$ cat src/pbr_pkg.sv
package pbr_pkg;

    // Register addresses in the internal I/O space.
    localparam logic [31:0] CMD_STATUS_ADDR = 32'h0F00_0D04;
    localparam logic [31:0] REV_CLASS_ADDR = 32'h0F00_0D08;
    localparam logic [31:0] LINE_LAT_ADDR = 32'h0F00_0D0C;
    localparam logic [31:0] MAILBOX_BASE_ADDR = 32'h0F00_0D10;
    localparam logic [31:0] WINDOW1_BASE_ADDR = 32'h0F00_0D14;
    localparam logic [31:0] WINDOW2_BASE_ADDR = 32'h0F00_0D18;

    // Status field positions in the command/status word.
    localparam int DPE_POS = 31;
    localparam int SSE_POS = 30;
    localparam int RMA_POS = 29;
    localparam int RTA_POS = 28;
    localparam int STA_POS = 27;
    localparam int DEVSEL_LSB = 25;
    localparam int DPR_POS = 24;

    // Command field positions.
    localparam int SYS_ERROR_REPORT_ENABLE_POS = 8;
    localparam int PER_POS = 6;
    localparam int BUS_MASTER_ENABLE_POS = 2;
    localparam int MEMORY_DECODE_ENABLE_POS = 1;
    localparam int IO_DECODE_ENABLE_POS = 0;

    // Fixed read values and writable bit masks.
    localparam logic [1:0] DEVSEL_MEDIUM = 2'h1;
    localparam logic [7:0] BASE_CLASS_BRIDGE = 8'h06;
    localparam logic [7:0] SUB_CLASS_VALUE = 8'h00;
    localparam logic [7:0] IFACE_CODE_VALUE = 8'h00;
    localparam logic [7:0] CACHE_LINE_VALUE = 8'h04;
    localparam logic [31:0] CMD_WRITABLE = 32'h0000_0147;
    localparam logic [31:0] LAT_WRITABLE = 32'h0000_F800;
    localparam logic [31:0] MAILBOX_WRITABLE = 32'hFFFF_F800;
    localparam logic [3:0] MAILBOX_LOW_BITS = 4'h0;
    localparam logic [3:0] WINDOW_LOW_BITS = 4'h8;
    localparam int WINDOW_BASE_LSB = 21;
    localparam int EVENT_COUNT = 6;

    // Reset values of the stored words.
    localparam logic [31:0] CMD_RESET = 32'h0000_0000;
    localparam logic [31:0] LAT_RESET = 32'h0000_0000;
    localparam logic [31:0] MAILBOX_RESET = 32'h0000_0000;
    localparam logic [10:0] WINDOW_RESET = 11'h000;

    // Register access request from the internal I/O space.
    typedef struct packed {
        logic wr;
        logic rd;
        logic [31:0] addr;
        logic [3:0] be;
        logic [31:0] wdata;
    } pbr_reg_req_t;

    // Bus event flags, most significant first.
    typedef struct packed {
        logic parity_err_detected_flag;
        logic sys_err_signalled_flag;
        logic master_abort_received_flag;
        logic target_abort_received_flag;
        logic target_abort_signalled_flag;
        logic data_parity_reported_flag;
    } pbr_events_t;

    // Command enables seen by the bus logic.
    typedef struct packed {
        logic sys_error_report_enable;
        logic parity_response_enable;
        logic bus_master_enable;
        logic memory_decode_enable;
        logic io_decode_enable;
    } pbr_cmd_t;

    // Expands byte enables into a bit mask.
    function automatic logic [31:0] pbr_byte_mask(input logic [3:0] be);
        pbr_byte_mask = {{8{be[3]}}, {8{be[2]}}, {8{be[1]}}, {8{be[0]}}};
    endfunction : pbr_byte_mask

    // Updates the writable, enabled bits of a stored word.
    function automatic logic [31:0] pbr_merge(input logic [31:0] old_word,
        input logic [31:0] new_word, input logic [3:0] be, input logic [31:0] writable);
        logic [31:0] m;
        m = pbr_byte_mask(be) & writable;
        pbr_merge = (old_word & ~m) | (new_word & m);
    endfunction : pbr_merge

endpackage : pbr_pkg

$ cat src/pbr_config_header.sv
`timescale 1ns/100ps
// Operation
// - Device-select timing field reads fixed medium-speed code 01.
// - Software writes to status never set an event flag.
// - Parity error detected sets bit 31 until software clears it.
// - Asserting the system-error pin sets bit 30.
// - Master abort on own transaction sets bit 29.
// - Target abort received as master sets bit 28.
// - Target abort signalled as target sets bit 27.
// - Driving or observing the parity-error pin sets bit 24.
// - Command bits 8, 6, 2, 1, 0 enable their functions when one.
// - Reserved bits 22 to 10 read zero; software writes zeros.
// - Class code reads host-bridge base class, zero subclass and interface.
// - Low byte of class word is a revision code set per silicon.
// - Latency timer in bits 15:8 with low three bits reading zero.
// - Cache line size reads fixed four.
// - Mailbox base keeps bits 31:11; bits 10:4 zero for 2 KB.
// - Base registers read memory space and anywhere-in-32-bit type.
// - Window one base bits 20:4 read zero.
// - Window one bits 27:21 store written value ANDed with mask.
// - Window two behaves like window one with its own mask.
// - Command is the low halfword, status the high halfword.
// - Registers are reached only through the internal I/O space.
module pbr_config_header #(
    parameter logic [7:0] REVISION_CODE = 8'h00 // Arbitrary value.
) (
    input wire logic sys_clk_i,
    input wire logic reset_i,
    input pbr_pkg::pbr_reg_req_t reg_req_i,
    output logic [31:0] reg_rdata_o,
    output logic reg_rvalid_o,
    input wire logic parity_err_i,
    input wire logic serr_request_i,
    input wire logic master_abort_i,
    input wire logic target_abort_rx_i,
    input wire logic target_abort_tx_i,
    input wire logic perr_observed_i,
    input wire logic [6:0] window1_mask_i,
    input wire logic [6:0] window2_mask_i,
    output pbr_pkg::pbr_cmd_t cmd_o,
    output logic serr_drive_o,
    output logic perr_drive_o,
    output logic [31:0] mailbox_base_o,
    output logic [31:0] window1_base_o,
    output logic [31:0] window2_base_o
);

    typedef struct packed {
        logic [31:0] cmd;
        logic [31:0] lat;
        logic [31:0] mailbox;
        logic [31:0] rdata;
        logic rvalid;
        logic serr_drive;
        logic perr_drive;
    } pbr_main_state_t;

    pbr_main_state_t r;
    pbr_main_state_t next_r;
    pbr_pkg::pbr_events_t flags;
    pbr_pkg::pbr_events_t ev_set;
    pbr_pkg::pbr_events_t ev_clr;
    logic wr_cmd;
    logic rd_cmd;
    logic rd_class;
    logic rd_lat;
    logic wr_win1;
    logic wr_win2;

    // True when a request of the given kind hits the given address.
    function automatic logic hit(input logic strobe, input logic [31:0] addr,
        input logic [31:0] target);
        hit = strobe && (addr == target);
    endfunction : hit

    // Builds the status halfword above the command halfword.
    function automatic logic [31:0] cmd_status_word(input pbr_pkg::pbr_events_t ev,
        input logic [31:0] cmd);
        logic [31:0] w;
        w = cmd & pbr_pkg::CMD_WRITABLE;
        w[pbr_pkg::DPE_POS] = ev.parity_err_detected_flag;
        w[pbr_pkg::SSE_POS] = ev.sys_err_signalled_flag;
        w[pbr_pkg::RMA_POS] = ev.master_abort_received_flag;
        w[pbr_pkg::RTA_POS] = ev.target_abort_received_flag;
        w[pbr_pkg::STA_POS] = ev.target_abort_signalled_flag;
        w[pbr_pkg::DEVSEL_LSB +: 2] = pbr_pkg::DEVSEL_MEDIUM;
        w[pbr_pkg::DPR_POS] = ev.data_parity_reported_flag;
        cmd_status_word = w;
    endfunction : cmd_status_word

    // Decodes the internal I/O space accesses; nothing else reaches these.
    assign wr_cmd = hit(reg_req_i.wr, reg_req_i.addr, pbr_pkg::CMD_STATUS_ADDR);
    assign rd_cmd = hit(reg_req_i.rd, reg_req_i.addr, pbr_pkg::CMD_STATUS_ADDR);
    assign rd_class = hit(reg_req_i.rd, reg_req_i.addr, pbr_pkg::REV_CLASS_ADDR);
    assign rd_lat = hit(reg_req_i.rd, reg_req_i.addr, pbr_pkg::LINE_LAT_ADDR);
    assign wr_win1 = hit(reg_req_i.wr, reg_req_i.addr, pbr_pkg::WINDOW1_BASE_ADDR);
    assign wr_win2 = hit(reg_req_i.wr, reg_req_i.addr, pbr_pkg::WINDOW2_BASE_ADDR);

    // Bus events that set the status flags.
    always_comb
    begin
        ev_set.parity_err_detected_flag = parity_err_i;
        ev_set.sys_err_signalled_flag = r.serr_drive;
        ev_set.master_abort_received_flag = master_abort_i;
        ev_set.target_abort_received_flag = target_abort_rx_i;
        ev_set.target_abort_signalled_flag = target_abort_tx_i;
        ev_set.data_parity_reported_flag = r.perr_drive | perr_observed_i;
    end

    // Software clears flags by writing ones to the status byte only.
    always_comb
    begin
        ev_clr = '0;
        if (wr_cmd && reg_req_i.be[3])
        begin
            ev_clr.parity_err_detected_flag = reg_req_i.wdata[pbr_pkg::DPE_POS];
            ev_clr.sys_err_signalled_flag = reg_req_i.wdata[pbr_pkg::SSE_POS];
            ev_clr.master_abort_received_flag = reg_req_i.wdata[pbr_pkg::RMA_POS];
            ev_clr.target_abort_received_flag = reg_req_i.wdata[pbr_pkg::RTA_POS];
            ev_clr.target_abort_signalled_flag = reg_req_i.wdata[pbr_pkg::STA_POS];
            ev_clr.data_parity_reported_flag = reg_req_i.wdata[pbr_pkg::DPR_POS];
        end
    end

    // Status flags: writes reach only the clear input, never the set.
    pbr_sticky_flags #(
        .WIDTH(pbr_pkg::EVENT_COUNT)
    ) u_flags (
        .sys_clk_i(sys_clk_i),
        .reset_i(reset_i),
        .set_i(ev_set),
        .clr_i(ev_clr),
        .flags_o(flags)
    );

    // Target window 1 base.
    pbr_window_base u_window1 (
        .sys_clk_i(sys_clk_i),
        .reset_i(reset_i),
        .wr_i(wr_win1),
        .be_i(reg_req_i.be),
        .wdata_i(reg_req_i.wdata),
        .mask_i(window1_mask_i),
        .base_o(window1_base_o)
    );

    // Target window 2 base, masked by its own translation field.
    pbr_window_base u_window2 (
        .sys_clk_i(sys_clk_i),
        .reset_i(reset_i),
        .wr_i(wr_win2),
        .be_i(reg_req_i.be),
        .wdata_i(reg_req_i.wdata),
        .mask_i(window2_mask_i),
        .base_o(window2_base_o)
    );

    // Register writes, read return and gated error pin drives.
    always_comb
    begin
        next_r = r;
        next_r.rvalid = reg_req_i.rd;
        next_r.rdata = '0;
        if (wr_cmd)
        begin
            next_r.cmd = pbr_pkg::pbr_merge(r.cmd, reg_req_i.wdata, reg_req_i.be,
                pbr_pkg::CMD_WRITABLE);
        end
        if (hit(reg_req_i.wr, reg_req_i.addr, pbr_pkg::LINE_LAT_ADDR))
        begin
            next_r.lat = pbr_pkg::pbr_merge(r.lat, reg_req_i.wdata, reg_req_i.be,
                pbr_pkg::LAT_WRITABLE);
        end
        if (hit(reg_req_i.wr, reg_req_i.addr, pbr_pkg::MAILBOX_BASE_ADDR))
        begin
            next_r.mailbox = pbr_pkg::pbr_merge(r.mailbox, reg_req_i.wdata, reg_req_i.be,
                pbr_pkg::MAILBOX_WRITABLE);
        end
        if (rd_cmd)
        begin
            next_r.rdata = cmd_status_word(flags, r.cmd);
        end
        else if (rd_class)
        begin
            next_r.rdata = {pbr_pkg::BASE_CLASS_BRIDGE, pbr_pkg::SUB_CLASS_VALUE,
                pbr_pkg::IFACE_CODE_VALUE, REVISION_CODE};
        end
        else if (rd_lat)
        begin
            next_r.rdata = r.lat | {24'h00_0000, pbr_pkg::CACHE_LINE_VALUE};
        end
        else if (hit(reg_req_i.rd, reg_req_i.addr, pbr_pkg::MAILBOX_BASE_ADDR))
        begin
            next_r.rdata = mailbox_base_o;
        end
        else if (hit(reg_req_i.rd, reg_req_i.addr, pbr_pkg::WINDOW1_BASE_ADDR))
        begin
            next_r.rdata = window1_base_o;
        end
        else if (hit(reg_req_i.rd, reg_req_i.addr, pbr_pkg::WINDOW2_BASE_ADDR))
        begin
            next_r.rdata = window2_base_o;
        end
        next_r.serr_drive = serr_request_i && r.cmd[pbr_pkg::SYS_ERROR_REPORT_ENABLE_POS];
        next_r.perr_drive = parity_err_i && r.cmd[pbr_pkg::PER_POS];
    end

    // State register.
    always_ff @(posedge sys_clk_i or posedge reset_i)
    begin
        if (reset_i)
        begin
            r <= '{cmd: pbr_pkg::CMD_RESET, lat: pbr_pkg::LAT_RESET,
                mailbox: pbr_pkg::MAILBOX_RESET, rdata: 32'h0000_0000,
                rvalid: 1'b0, serr_drive: 1'b0, perr_drive: 1'b0};
        end
        else
        begin
            r <= next_r;
        end
    end

    // Enables and drives toward the bus logic.
    assign cmd_o.sys_error_report_enable = r.cmd[pbr_pkg::SYS_ERROR_REPORT_ENABLE_POS];
    assign cmd_o.parity_response_enable = r.cmd[pbr_pkg::PER_POS];
    assign cmd_o.bus_master_enable = r.cmd[pbr_pkg::BUS_MASTER_ENABLE_POS];
    assign cmd_o.memory_decode_enable = r.cmd[pbr_pkg::MEMORY_DECODE_ENABLE_POS];
    assign cmd_o.io_decode_enable = r.cmd[pbr_pkg::IO_DECODE_ENABLE_POS];
    assign serr_drive_o = r.serr_drive;
    assign perr_drive_o = r.perr_drive;
    assign reg_rdata_o = r.rdata;
    assign reg_rvalid_o = r.rvalid;
    assign mailbox_base_o = {r.mailbox[31:4], pbr_pkg::MAILBOX_LOW_BITS};
endmodule : pbr_config_header

$ cat src/pbr_sticky_flags.sv
`timescale 1ns/100ps
// Sticky event flags: set by hardware, cleared by a one from software.
module pbr_sticky_flags #(
    parameter int WIDTH = 6
) (
    input wire logic sys_clk_i,
    input wire logic reset_i,
    input wire logic [WIDTH-1:0] set_i,
    input wire logic [WIDTH-1:0] clr_i,
    output logic [WIDTH-1:0] flags_o
);

    typedef struct packed {
        logic [WIDTH-1:0] flags;
    } pbr_flag_state_t;

    pbr_flag_state_t r;
    pbr_flag_state_t next_r;

    // A set arriving with a clear wins, so no event is lost.
    always_comb
    begin
        next_r = r;
        next_r.flags = (r.flags & ~clr_i) | set_i;
    end

    // State register.
    always_ff @(posedge sys_clk_i or posedge reset_i)
    begin
        if (reset_i)
        begin
            r <= '0;
        end
        else
        begin
            r <= next_r;
        end
    end

    assign flags_o = r.flags;
endmodule : pbr_sticky_flags

$ cat src/pbr_window_base.sv
`timescale 1ns/100ps
// Target window base address with the size taken from a mask field.
module pbr_window_base (
    input wire logic sys_clk_i,
    input wire logic reset_i,
    input wire logic wr_i,
    input wire logic [3:0] be_i,
    input wire logic [31:0] wdata_i,
    input wire logic [6:0] mask_i,
    output logic [31:0] base_o
);

    typedef struct packed {
        logic [10:0] hi;
    } pbr_win_state_t;

    pbr_win_state_t r;
    pbr_win_state_t next_r;
    logic [31:0] lanes_all;
    logic [10:0] lane;
    logic [10:0] cand;

    // Bits 27:21 take the written value ANDed with the mask at write time.
    always_comb
    begin
        next_r = r;
        lanes_all = pbr_pkg::pbr_byte_mask(be_i);
        lane = lanes_all[31:pbr_pkg::WINDOW_BASE_LSB];
        cand = wdata_i[31:pbr_pkg::WINDOW_BASE_LSB] & {4'hF, mask_i};
        if (wr_i)
        begin
            next_r.hi = (r.hi & ~lane) | (cand & lane);
        end
    end

    // State register.
    always_ff @(posedge sys_clk_i or posedge reset_i)
    begin
        if (reset_i)
        begin
            r <= '{hi: pbr_pkg::WINDOW_RESET};
        end
        else
        begin
            r <= next_r;
        end
    end

    // Low address bits are wired to zero; prefetch, type and space bits fixed.
    assign base_o = {r.hi, 17'h0_0000, pbr_pkg::WINDOW_LOW_BITS};
endmodule : pbr_window_base

$ cat config.mk
export PLATFORM = sky130hd
export DESIGN_NAME = pbr_config_header
export DESIGN_NICKNAME = d
export VERILOG_FILES = /design/src/pbr_pkg.sv /design/src/pbr_config_header.sv /design/src/pbr_sticky_flags.sv /design/src/pbr_window_base.sv
export SDC_FILE = /design/constraint.sdc
export NUM_CORES = 1
export LEC_CHECK = 0
export ABC_AREA = 1
export BUFFER_PORTS_ARGS = -buffer_cell sky130_fd_sc_hd__buf_2
export CAP_MARGIN = 10
export CORE_ASPECT_RATIO = 1.5
export CORE_MARGIN = 2
export CORE_UTILIZATION = 51
export CTS_BUF_LIST = sky130_fd_sc_hd__clkbuf_8 sky130_fd_sc_hd__clkbuf_16
export CTS_CLUSTER_DIAMETER = 150
export DETAILED_ROUTE_END_ITERATION = 8
export PLACE_DENSITY = 0.85
export SLEW_MARGIN = 20
export SYNTH_ARGS = -nofsm -noshare
export SYNTH_HDL_FRONTEND = slang
export SYNTH_SLANG_ARGS = --single-unit
$ cat constraint.sdc
create_clock -name sys_clk_i -period 8.85 [get_ports sys_clk_i]
set_input_delay 1.77 -clock sys_clk_i [delete_from_list [all_inputs] [get_ports sys_clk_i]]
set_output_delay 1.77 -clock sys_clk_i [all_outputs]
set_load 0.005 [all_outputs]
==> run_summary.xml, run 1 <==
<?xml version="1.0" encoding="UTF-8"?>
<metrics>
  <group name="floorplanning">
    <metric name="floorplan.die_area" unit="mm²">0.0107</metric>
    <metric name="rows" unit="">44</metric>
    <metric name="design.portCount" unit="">228</metric>
    <metric name="chipHeight" unit="µm">126</metric>
    <metric name="core_region_area" unit="mm²">0.00969</metric>
    <metric name="horizontal_die_dimension" unit="µm">85.3</metric>
    <metric name="floorplan.initialDensity" unit="%">52.2</metric>
  </group>
  <group name="yosys">
    <metric name="avg_cell_area_syn" unit="µm²">8.69</metric>
    <metric name="synth_seq_cells" unit="">89</metric>
    <metric name="top_area_cells_in_the_synthesized_netlist" unit="">sky130_fd_sc_hd__dfrtp_1, sky130_fd_sc_hd__buf_4, sky130_fd_sc_hd__nand2_1</metric>
    <metric name="area_fraction_in_compound_gates_after_synthesis" unit="%">8.91</metric>
    <metric name="synth_simple_gate_area_share" unit="%">23.3</metric>
    <metric name="synthesized_area_fraction_occupied_by_adder_cells" unit="%">0</metric>
    <metric name="synth_async_sr_flop_share" unit="%">100</metric>
    <metric name="synth_enable_flop_cells" unit="">0</metric>
    <metric name="synth_top_cell_area_share" unit="%">44.1</metric>
    <metric name="yosys_warnings" unit="">0</metric>
    <metric name="xor_xnor_portion_of_the_synthesized_cell_area" unit="%">0</metric>
    <metric name="total_standard_cell_area_after_synthesis" unit="mm²">0.00505</metric>
    <metric name="synth_area_leader_cell" unit="">sky130_fd_sc_hd__dfrtp_1</metric>
    <metric name="post-synth-top-count-cell" unit="">sky130_fd_sc_hd__nand2_1</metric>
    <metric name="post_synth_inst_count" unit="">582</metric>
    <metric name="synth_sequential_area_ratio" unit="%">44.1</metric>
    <metric name="synth_common_cells" unit="">sky130_fd_sc_hd__nand2_1, sky130_fd_sc_hd__buf_4, sky130_fd_sc_hd__dfrtp_1</metric>
    <metric name="distinct_cell_type_count_of_the_synthesized_netlist" unit="">28</metric>
    <metric name="synth.mux.area_fraction" unit="%">0</metric>
    <metric name="ys_dominant_reg_cell" unit="">sky130_fd_sc_hd__dfrtp_1</metric>
    <metric name="synth_top_family_by_area" unit="">buffers and inverters</metric>
  </group>
  <group name="hold_path">
    <metric name="min-delay-path-class" unit="">flip-flop to flip-flop</metric>
    <metric name="holdCritStartpoint" unit="">serr_drive_o</metric>
    <metric name="timing.hold.worst_endpoint" unit="">u_flags.flags_o[4]</metric>
    <metric name="hold_path_depth" unit="">2</metric>
  </group>
  <group name="sta">
    <metric name="finalHoldWorstSlack" unit="ps">472</metric>
    <metric name="final-max-slew-violation-count" unit="">0</metric>
    <metric name="timing_hold_violations_final" unit="">0</metric>
    <metric name="worst_slew_margin_rel" unit="%">38.4</metric>
    <metric name="finalWorstPathRequiredPeriod" unit="ps">3240</metric>
    <metric name="totalNegativeSetupSlack" unit="ps">0</metric>
    <metric name="rsz_0062_raised_after_global_routing" unit="">false</metric>
    <metric name="final-setup-viol-count" unit="">0</metric>
    <metric name="worst_clock_skew" unit="ps">5.86</metric>
    <metric name="fin_crit_sh" unit="%">36.7</metric>
    <metric name="max_freq" unit="GHz">0.308</metric>
    <metric name="max_slew.worst_pin.slew" unit="ps">919</metric>
  </group>
  <group name="clock_network">
    <metric name="clk_root_buffer_cell" unit="">sky130_fd_sc_hd__clkbuf_16</metric>
    <metric name="clk_pin_slew" unit="ps">60</metric>
    <metric name="number_of_clock_buffers_inserted_by_tritoncts" unit="">9</metric>
    <metric name="cts_hold_buf" unit="">0</metric>
    <metric name="cts_post_setup_buffers_inserted" unit="">0</metric>
    <metric name="htree_levels" unit="">3</metric>
    <metric name="cts.sink_count" unit="">89</metric>
    <metric name="clockBufferDepth" unit="">2</metric>
    <metric name="tritoncts" unit="">done</metric>
    <metric name="postCtsResizedCells" unit="">0</metric>
    <metric name="worst_skew_pair.late_latency" unit="ps">340</metric>
  </group>
  <group name="detailed_routing">
    <metric name="routed_via_count_divided_by_cell_count" unit="">4.79</metric>
    <metric name="wl_per_cell" unit="µm">13.7</metric>
    <metric name="detail_route.wirelength" unit="µm">11200</metric>
    <metric name="drtAntennaViolNets" unit="">0</metric>
    <metric name="drt-initial-drc-count" unit="">120</metric>
    <metric name="vias" unit="">3889</metric>
    <metric name="first_pass_iters" unit="">5</metric>
    <metric name="drt_drc_violations_left" unit="">0</metric>
  </group>
  <group name="setup_path">
    <metric name="worst_ep_required_time" unit="ps">9070</metric>
    <metric name="worstPathArrival" unit="ps">3460</metric>
    <metric name="worstReg2RegEnd" unit="">reg_rdata_o[25]</metric>
    <metric name="ff2ff_path_depth" unit="">4</metric>
    <metric name="endpoint_kind" unit="">flip-flop</metric>
    <metric name="start_kind" unit="">input port</metric>
    <metric name="rrSetupSlack" unit="ps">7970</metric>
    <metric name="criticalPathCategory" unit="">input port to flip-flop</metric>
    <metric name="critPathMaxFanout" unit="">11</metric>
  </group>
  <group name="placement">
    <metric name="numPortBuffers" unit="">163</metric>
    <metric name="gp_routability_congestion" unit="">0.766</metric>
    <metric name="hpwlAfterDp" unit="µm">8390</metric>
    <metric name="cells_after_dpl" unit="">796</metric>
  </group>
  <group name="run_status">
    <metric name="outcome" unit="">finished clean</metric>
  </group>
  <group name="layout">
    <metric name="n_antenna_cell" unit="">0</metric>
    <metric name="drive_gt1_share" unit="%">36.2</metric>
    <metric name="final_nets" unit="">784</metric>
    <metric name="area.growth.synth_to_final" unit="%">12.2</metric>
    <metric name="filler_cell_count" unit="">875</metric>
    <metric name="post_layout_nonfiller_instances" unit="">812</metric>
  </group>
  <group name="flow_run">
    <metric name="timing.max_cap.violations" unit="">0</metric>
  </group>
  <group name="global_route">
    <metric name="grt_pass1_wl" unit="µm">17900</metric>
    <metric name="grt_max_degree" unit="">46</metric>
    <metric name="grt_use_total" unit="%">21.4</metric>
    <metric name="globalRoute.totalOverflow" unit="">0</metric>
    <metric name="first_global_vias" unit="">3719</metric>
    <metric name="antenna_violations_before_repair" unit="">0</metric>
  </group>
  <group name="power_and_ir_drop">
    <metric name="vdd_drop_max" unit="µV">120</metric>
    <metric name="total_leakage_power" unit="nW">3.24</metric>
    <metric name="finalPower" unit="mW">0.901</metric>
    <metric name="powerDensity" unit="mW/mm²">159</metric>
  </group>
</metrics>
-- how the worst max path moves through the flow --
| stage | from | endpoint | depth (start not counted) |
|---|---|---|---|
| 6_report | reg_req_i[51] | reg_rdata_o[25] | 11 |
| 5_1_grt | reg_req_i[48] | reg_rdata_o[25] | 11 |
| 4_1_cts | reg_req_i[51] | reg_rdata_o[25] | 11 |
| 3_5_place_dp | reg_req_i[65] | u_flags.flags_o[1] | 9 |
| 3_3_place_gp | reg_req_i[51] | reg_rdata_o[25] | 11 |
| 2_1_floorplan | reset_i | asynchronous set/reset pin | 1 |
-- power breakdown --
part | switching (mW) | internal (mW) | total [mW] | leakage, nW
clock | 0.150 | 0.291 | 0.441 | 0.177
sequential | 0.000302 | 0.408 | 0.408 | 1.18
combinational | 0.0342 | 0.0178 | 0.0520 | 1.89
-- per-stage QoR --
stage / util (%) / instance area (µm²) / worst slack (ps)
2_1_floorplan: - / 5270 / 4770
3_3_place_gp: 54.8 / 5310 / 5320
3_5_place_dp: 54.8 / 5310 / 5290
4_1_cts: 58.5 / 5670 / 5650
5_1_grt: 58.5 / 5670 / 5370
6_report: 58.5 / 5670 / 5610
-- critical path: stages --
cell	delay [ps]
sky130_fd_sc_hd__buf_2	90
sky130_fd_sc_hd__inv_1	40
sky130_fd_sc_hd__nand2_1	40
sky130_fd_sc_hd__nor2_1	150
sky130_fd_sc_hd__nand2_1	130
sky130_fd_sc_hd__inv_2	100
sky130_fd_sc_hd__nand2_2	100
sky130_fd_sc_hd__nor3_2	710
sky130_fd_sc_hd__nand2_1	100
sky130_fd_sc_hd__nand3_1	150
sky130_fd_sc_hd__nand2_1	70
-- layer usage --
layer	part of all wire (%)	GRT usage, %
met1	39	24.8
met2	51	37.1
met3	5.7	3.80
met4	3.7	11.7
met5	0	0
-- layout by cell type (no fill, tap or decap), types with 2 or more instances in the layout --
cell type,n
sky130_fd_sc_hd__nand2_1,118
sky130_fd_sc_hd__inv_2,5
sky130_fd_sc_hd__clkbuf_16,9
sky130_fd_sc_hd__nand3_4,3
sky130_fd_sc_hd__o21ai_2,32
sky130_fd_sc_hd__nand4_1,11
sky130_fd_sc_hd__buf_2,163
sky130_fd_sc_hd__dfrtp_1,89
sky130_fd_sc_hd__conb_1,58
sky130_fd_sc_hd__nand3_2,10
sky130_fd_sc_hd__a21oi_1,2
sky130_fd_sc_hd__clkbuf_8,2
sky130_fd_sc_hd__nand3_1,29
sky130_fd_sc_hd__o21ai_0,32
sky130_fd_sc_hd__nor2_4,6
sky130_fd_sc_hd__nor2_2,3
sky130_fd_sc_hd__bufinv_16,3
sky130_fd_sc_hd__nand2_2,8
sky130_fd_sc_hd__inv_1,66
sky130_fd_sc_hd__nor2_1,37
-- kinds of logic (layout without fill, tap and decap cells) --
group                  count (synthesis)  in the layout
AO/OA/AOI/OAI                         66             66
buffers and inverters                193            252
flip-flops                            89             89
other                                  2             58
AND/OR/NAND/NOR                      232            232
-- final cells by class --
| cell class | instances | area, µm² | share of cell area, % |
|---|---|---|---|
| clock buffers | 11 | 253 | 4.46 |
| well taps | 115 | 144 | 2.54 |
| repair buffers | 164 | 823 | 14.5 |
| clock inverters | 5 | 103 | 1.81 |
| inverters | 72 | 273 | 4.81 |
| flip-flops and latches | 89 | 2230 | 39.3 |
| multi-input cells | 356 | 1850 | 32.6 |
Power figures use the tool's default switching activity.
==> inputs of run 2 (changes only) <==
- CORE_UTILIZATION: 51 -> 43
- PLACE_DENSITY: 0.85 -> 0.76
- clock period: 8.85 -> 2.65 ns (I/O delays scaled with it)
==> run 2 against run 1 <==
Effect of this change: via count decreased by 2.4%; cell count grew 5.0%; die area increased by 18%; clock power increased to 3.2 times the previous value; sequential share of layout area fell by 0.44 points; power rose to 3.2 times the previous value; global-route usage fell by 3.0 points; count of clock-buffer cells in the layout decreased by 1; clock skew up 0.61 ps.
==> run_summary.xml, run 2 (synthesis gave the netlist of run 1 again) <==
<?xml version="1.0" encoding="UTF-8"?>
<metrics>
  <group name="run_status">
    <metric name="outcome" unit="">finished clean</metric>
  </group>
  <group name="placement">
    <metric name="numPortBuffers" unit="">163</metric>
    <metric name="detailed_place.area" unit="mm²">0.00540</metric>
    <metric name="post-place-ws" unit="ps">570</metric>
    <metric name="gp_routability_congestion" unit="">0.799</metric>
    <metric name="hpwlAfterDp" unit="µm">8760</metric>
  </group>
  <group name="sta">
    <metric name="timing_hold_violations_final" unit="">0</metric>
    <metric name="max_slew.worst_pin.slew" unit="ps">595</metric>
    <metric name="final-max-slew-violation-count" unit="">0</metric>
    <metric name="layout_setup_ws" unit="ps">948</metric>
    <metric name="max_freq" unit="GHz">0.588</metric>
    <metric name="totalNegativeSetupSlack" unit="ps">0</metric>
    <metric name="worst_slew_margin_rel" unit="%">60.4</metric>
    <metric name="finalWorstPathRequiredPeriod" unit="ps">1700</metric>
    <metric name="final-setup-viol-count" unit="">0</metric>
    <metric name="rsz_0062_raised_after_global_routing" unit="">false</metric>
    <metric name="fin_crit_sh" unit="%">64.2</metric>
    <metric name="worst_clock_skew" unit="ps">6.48</metric>
  </group>
  <group name="clock_network">
    <metric name="cts_hold_buf" unit="">0</metric>
    <metric name="htree_levels" unit="">3</metric>
    <metric name="postCtsResizedCells" unit="">0</metric>
    <metric name="clk_root_buffer_cell" unit="">sky130_fd_sc_hd__clkbuf_16</metric>
    <metric name="tritoncts" unit="">done</metric>
    <metric name="cts_post_setup_buffers_inserted" unit="">0</metric>
    <metric name="clk_pin_slew" unit="ps">60</metric>
    <metric name="worst_skew_pair.late_latency" unit="ps">340</metric>
    <metric name="clockBufferDepth" unit="">2</metric>
    <metric name="cts.sink_count" unit="">89</metric>
    <metric name="number_of_clock_buffers_inserted_by_tritoncts" unit="">9</metric>
  </group>
  <group name="setup_path">
    <metric name="ff2ff_path_depth" unit="">4</metric>
    <metric name="worst_ep_required_time" unit="ps">2880</metric>
    <metric name="rrSetupSlack" unit="ps">1760</metric>
    <metric name="worstReg2RegEnd" unit="">reg_rdata_o[25]</metric>
    <metric name="setup.worst_path.start" unit="">reg_req_i[65]</metric>
    <metric name="worstPathArrival" unit="ps">1930</metric>
    <metric name="worst_setup_path_endpoint" unit="">reg_rdata_o[30]</metric>
    <metric name="start_kind" unit="">input port</metric>
    <metric name="criticalPathCategory" unit="">input port to flip-flop</metric>
    <metric name="critPathMaxFanout" unit="">10</metric>
    <metric name="endpoint_kind" unit="">flip-flop</metric>
  </group>
  <group name="detailed_routing">
    <metric name="drt_drc_violations_left" unit="">0</metric>
    <metric name="wl_per_cell" unit="µm">13.6</metric>
    <metric name="drt-initial-drc-count" unit="">155</metric>
    <metric name="vias" unit="">3796</metric>
    <metric name="detail_route.wirelength" unit="µm">11600</metric>
    <metric name="routed_via_count_divided_by_cell_count" unit="">4.45</metric>
    <metric name="first_pass_iters" unit="">5</metric>
    <metric name="drtAntennaViolNets" unit="">0</metric>
  </group>
  <group name="global_route">
    <metric name="antenna_violations_before_repair" unit="">0</metric>
    <metric name="globalRoute.totalOverflow" unit="">0</metric>
    <metric name="grt_most_used_layer" unit="">met2</metric>
    <metric name="globalRouteMet1Util" unit="%">22.0</metric>
    <metric name="grt_max_degree" unit="">48</metric>
    <metric name="grt_use_total" unit="%">18.4</metric>
    <metric name="grtUsageMet3" unit="%">3.41</metric>
    <metric name="grt_pass1_wl" unit="µm">17700</metric>
    <metric name="grt_use_met2" unit="%">32.4</metric>
    <metric name="first_global_vias" unit="">3411</metric>
  </group>
  <group name="power_and_ir_drop">
    <metric name="finalPower" unit="mW">2.92</metric>
    <metric name="total_leakage_power" unit="nW">3.25</metric>
    <metric name="powerDensity" unit="mW/mm²">510</metric>
    <metric name="vdd_drop_max" unit="µV">291</metric>
  </group>
  <group name="layout">
    <metric name="layout.cell_area.non_filler" unit="mm²">0.00573</metric>
    <metric name="final_common_cell" unit="">sky130_fd_sc_hd__buf_2</metric>
    <metric name="n_antenna_cell" unit="">0</metric>
    <metric name="filler_cell_count" unit="">1139</metric>
    <metric name="final_core_util" unit="%">50.0</metric>
    <metric name="area.growth.synth_to_final" unit="%">13.4</metric>
    <metric name="multi_input_area" unit="mm²">0.00185</metric>
    <metric name="most-common-layout-cells" unit="">sky130_fd_sc_hd__buf_2, sky130_fd_sc_hd__nand2_1, sky130_fd_sc_hd__dfrtp_1</metric>
    <metric name="final-seq-area" unit="mm²">0.00223</metric>
    <metric name="final_nets" unit="">790</metric>
    <metric name="drive_gt1_share" unit="%">36.8</metric>
  </group>
  <group name="floorplanning">
    <metric name="chipHeight" unit="µm">137</metric>
    <metric name="horizontal_die_dimension" unit="µm">92.5</metric>
    <metric name="design.portCount" unit="">228</metric>
    <metric name="rows" unit="">48</metric>
    <metric name="floorplan.initialDensity" unit="%">44.1</metric>
    <metric name="floorplan.die_area" unit="mm²">0.0127</metric>
    <metric name="core_region_area" unit="mm²">0.0115</metric>
  </group>
  <group name="hold_path">
    <metric name="min-delay-path-class" unit="">input port to asynchronous set/reset pin</metric>
  </group>
  <group name="flow_run">
    <metric name="timing.max_cap.violations" unit="">0</metric>
  </group>
</metrics>
[run 2: final cells by class]
type	count	share of cell area, %
multi-input combinational	356	32.2
timing repair buffer	170	15.1
tap	150	3.27
clock inverter	6	1.57
sequential	89	38.8
clock buffer	10	4.17
inverter	72	4.78
[run 2: stage by stage]
step	hold slack, ps	cells
after floorplan	443	638
after global placement	452	837
after detailed placement	461	837
after CTS	368	853
after global routing	370	853
final	349	853
[run 2: power by group]
part	switching, mW	internal (mW)
registers	0.00137	1.36
logic	0.115	0.0618
clock network	0.531	0.855
total	0.647	2.28
[run 2: worst min-delay path by stage]
stage | start | end | slack [ps] | cells past startpoint
2_1_floorplan | u_flags.flags_o[1] | reg_rdata_o[27] | 440 | 2
3_3_place_gp | u_flags.flags_o[4] | reg_rdata_o[30] | 450 | 2
3_5_place_dp | u_flags.flags_o[4] | reg_rdata_o[30] | 460 | 2
4_1_cts | reset_i | asynchronous set/reset pin | 370 | 3
5_1_grt | reg_req_i[68] | reg_rvalid_o | 370 | 1
6_report | reset_i | asynchronous set/reset pin | 350 | 3
[run 2: per-layer routing]
metal  wire length [µm]  vias to the layer above  share of wire [%]
li1                   -                     1890                  -
met3                621                       15                5.4
met4                251                        0                2.2
met5                  0                        -                  0
met2               6040                      152                 52
met1               4650                     1739                 40
[run 2: critical path, stage by stage]
cell and delay (ps):
sky130_fd_sc_hd__buf_2 100, sky130_fd_sc_hd__nor2_1 90, sky130_fd_sc_hd__nand2_1 90, sky130_fd_sc_hd__nor2_4 170
sky130_fd_sc_hd__nand2_8 130, sky130_fd_sc_hd__nor2_4 300, sky130_fd_sc_hd__nand2_1 170, sky130_fd_sc_hd__nand3_2 180
sky130_fd_sc_hd__nor2_1 60, sky130_fd_sc_hd__nand2_1 60, sky130_fd_sc_hd__nand2_1 50
==> inputs of run 3 (changes only) <==
- CORE_UTILIZATION: 43 -> 48
- PLACE_DENSITY: 0.76 -> 0.8
- clock period: 2.65 -> 1.6 ns (I/O delays scaled with it)
==> run 3 against run 2 <==
Effect of this change: cell count up 1.6%; setup slack worse by 750 ps; register-to-register slack worse by 1000 ps; combinational power up 72%; first-iteration DRC count up 39%; non-clock buffer count up 23; power up 59%; global-route usage up 2.2 points; largest cell class unchanged.
==> run_summary.xml, run 3 (synthesis gave the netlist of run 1 again) <==
<?xml version="1.0" encoding="UTF-8"?>
<metrics>
  <group name="run_status">
    <metric name="outcome" unit="">finished clean</metric>
  </group>
  <group name="floorplanning">
    <metric name="horizontal_die_dimension" unit="µm">87.8</metric>
    <metric name="floorplan.initialDensity" unit="%">49.6</metric>
    <metric name="design.portCount" unit="">228</metric>
    <metric name="core_region_area" unit="mm²">0.0102</metric>
    <metric name="chipHeight" unit="µm">130</metric>
    <metric name="rows" unit="">45</metric>
    <metric name="floorplan.die_area" unit="mm²">0.0114</metric>
  </group>
  <group name="setup_path">
    <metric name="worstPathArrival" unit="ps">1620</metric>
    <metric name="crit_path_top_delay_cell" unit="">sky130_fd_sc_hd__nand3_4</metric>
    <metric name="rrSetupSlack" unit="ps">760</metric>
    <metric name="ff2ff_path_depth" unit="">4</metric>
    <metric name="critPathMaxFanout" unit="">16</metric>
    <metric name="cp_slowest_stage_delay" unit="ps">250</metric>
    <metric name="criticalPathCategory" unit="">input port to flip-flop</metric>
    <metric name="cpMostUsedCell" unit="">sky130_fd_sc_hd__nand2_1</metric>
    <metric name="start_kind" unit="">input port</metric>
    <metric name="endpoint_kind" unit="">flip-flop</metric>
    <metric name="worstPathCellList" unit="">buf_2 &gt; inv_1 &gt; nand2_1 &gt; nor2_1 &gt; nand2_1 &gt; inv_2 &gt; nand2_2 &gt; nor2_8 &gt; nand3_4 &gt; nand2_1 &gt; o21ai_2</metric>
    <metric name="worst_ep_required_time" unit="ps">1820</metric>
    <metric name="worstReg2RegEnd" unit="">reg_rdata_o[25]</metric>
  </group>
  <group name="hold_path">
    <metric name="min-delay-path-class" unit="">input port to asynchronous set/reset pin</metric>
  </group>
  <group name="placement">
    <metric name="hpwlAfterDp" unit="µm">9050</metric>
    <metric name="cells_after_dpl" unit="">851</metric>
    <metric name="gp_routability_congestion" unit="">0.884</metric>
    <metric name="numPortBuffers" unit="">163</metric>
  </group>
  <group name="power_and_ir_drop">
    <metric name="switchingPower" unit="mW">1.04</metric>
    <metric name="total_leakage_power" unit="nW">3.36</metric>
    <metric name="powerDensity" unit="mW/mm²">789</metric>
    <metric name="power.sequential.fraction" unit="%">48.6</metric>
    <metric name="vdd_drop_max" unit="µV">595</metric>
    <metric name="share_clk_of_total_power" unit="%">44.9</metric>
    <metric name="power.combinational.fraction" unit="%">6.6</metric>
    <metric name="internal-power" unit="mW">3.61</metric>
    <metric name="switching_share" unit="%">22.4</metric>
    <metric name="finalPower" unit="mW">4.65</metric>
  </group>
  <group name="sta">
    <metric name="fin_crit_sh" unit="%">87.7</metric>
    <metric name="finalWorstPathRequiredPeriod" unit="ps">1400</metric>
    <metric name="rsz_0062_raised_after_global_routing" unit="">false</metric>
    <metric name="worst_clock_skew" unit="ps">5.74</metric>
    <metric name="max_freq" unit="GHz">0.713</metric>
    <metric name="timing_hold_violations_final" unit="">0</metric>
    <metric name="final-max-slew-violation-count" unit="">0</metric>
    <metric name="final-setup-viol-count" unit="">0</metric>
  </group>
  <group name="clock_network">
    <metric name="clockBufferDepth" unit="">2</metric>
    <metric name="cts.sink_count" unit="">89</metric>
    <metric name="cts_post_setup_buffers_inserted" unit="">0</metric>
    <metric name="clk_pin_slew" unit="ps">60</metric>
    <metric name="worst_skew_pair.late_latency" unit="ps">330</metric>
    <metric name="cts_hold_buf" unit="">0</metric>
    <metric name="htree_levels" unit="">3</metric>
    <metric name="tritoncts" unit="">done</metric>
    <metric name="clk_root_buffer_cell" unit="">sky130_fd_sc_hd__clkbuf_16</metric>
    <metric name="postCtsResizedCells" unit="">0</metric>
    <metric name="number_of_clock_buffers_inserted_by_tritoncts" unit="">9</metric>
  </group>
  <group name="layout">
    <metric name="n_antenna_cell" unit="">0</metric>
    <metric name="area.growth.synth_to_final" unit="%">16.5</metric>
    <metric name="final_common_cell" unit="">sky130_fd_sc_hd__buf_2</metric>
    <metric name="final-seq-area" unit="mm²">0.00223</metric>
    <metric name="most-common-layout-cells" unit="">sky130_fd_sc_hd__buf_2, sky130_fd_sc_hd__nand2_1, sky130_fd_sc_hd__dfrtp_1</metric>
    <metric name="final_nets" unit="">813</metric>
    <metric name="drive_gt1_share" unit="%">38.7</metric>
    <metric name="multi_input_area" unit="mm²">0.00185</metric>
    <metric name="filler_cell_count" unit="">937</metric>
    <metric name="post_layout_nonfiller_instances" unit="">867</metric>
  </group>
  <group name="detailed_routing">
    <metric name="detail_route.wirelength" unit="µm">11600</metric>
    <metric name="vias" unit="">4042</metric>
    <metric name="drtAntennaViolNets" unit="">0</metric>
    <metric name="drt-initial-drc-count" unit="">216</metric>
    <metric name="drt_drc_violations_left" unit="">0</metric>
    <metric name="wl_per_cell" unit="µm">13.3</metric>
    <metric name="routed_via_count_divided_by_cell_count" unit="">4.66</metric>
    <metric name="first_pass_iters" unit="">4</metric>
  </group>
  <group name="global_route">
    <metric name="antenna_violations_before_repair" unit="">0</metric>
    <metric name="grt_max_degree" unit="">90</metric>
    <metric name="grt_pass1_wl" unit="µm">18200</metric>
    <metric name="grt_use_total" unit="%">20.7</metric>
    <metric name="first_global_vias" unit="">3940</metric>
    <metric name="globalRoute.totalOverflow" unit="">0</metric>
  </group>
  <group name="flow_run">
    <metric name="timing.max_cap.violations" unit="">0</metric>
  </group>
</metrics>
[run 3: cell types whose count changed in the layout (fill, tap and decap cells not counted)]
cell	before	now
sky130_fd_sc_hd__buf_4	7	28
sky130_fd_sc_hd__buf_12	0	2
sky130_fd_sc_hd__bufinv_16	2	1
sky130_fd_sc_hd__clkinv_2	1	2
sky130_fd_sc_hd__clkinv_4	1	0
sky130_fd_sc_hd__clkinvlp_4	2	3
sky130_fd_sc_hd__inv_1	65	66
sky130_fd_sc_hd__inv_6	1	0
[run 3: power groups by stage]
stage | logic (mW) | registers [mW] | clock network (mW)
after global routing | 0.354 | 2.25 | 2.21
after CTS | 0.307 | 2.26 | 2.13
after detailed placement | 0.306 | 2.30 | 0
after global placement | 0.297 | 2.30 | 0
after floorplan | 0.241 | 2.30 | 0
final | 0.305 | 2.26 | 2.09
[run 3: per-layer routing]
metal,GRT usage [%],wire length [µm]
met3,4.39,728
met1,23.8,4440
met5,0,0
met2,37.0,6130
met4,7.87,251
[run 3: worst max path at each step]
stage	start	end	cells past startpoint
after floorplan	reg_req_i[59]	flip-flop	9
after global placement	reg_req_i[51]	flip-flop	11
after detailed placement	reg_req_i[51]	flip-flop	11
after CTS	reg_req_i[51]	flip-flop	11
after global routing	reg_req_i[51]	reg_rdata_o[31]	12
final	reg_req_i[51]	flip-flop	11
[run 3: critical path: cells and delay by family]
family	cells	cell delay, ps
buffers and inverters	3	240
AO/OA/AOI/OAI	1	60
AND/OR/NAND/NOR	7	1000
[run 3: metrics by stage]
step | hold WS [ps] | instance area, µm² | setup TNS [ps] | worst slack (ps) | util (%)
floorplan | 351 | 5270 | 0 | 163 | -
global placement | 453 | 5590 | -3470 | -101 | 54.9
detailed placement | 458 | 5590 | -7640 | -162 | 54.9
CTS | 137 | 5890 | 0 | 205 | 57.8
global route | 143 | 5890 | 0 | 33.5 | 57.8
finish | 110 | 5890 | 0 | 197 | 57.8
[run 3: final cells by class]
type / count / share of cell area (%)
Clock buffer: 10 / 4.06
Inverter: 72 / 4.65
Multi-Input combinational cell: 356 / 31.4
Tap cell: 141 / 3.00
Timing Repair Buffer: 193 / 18.1
Clock inverter: 6 / 0.999
Sequential cell: 89 / 37.8
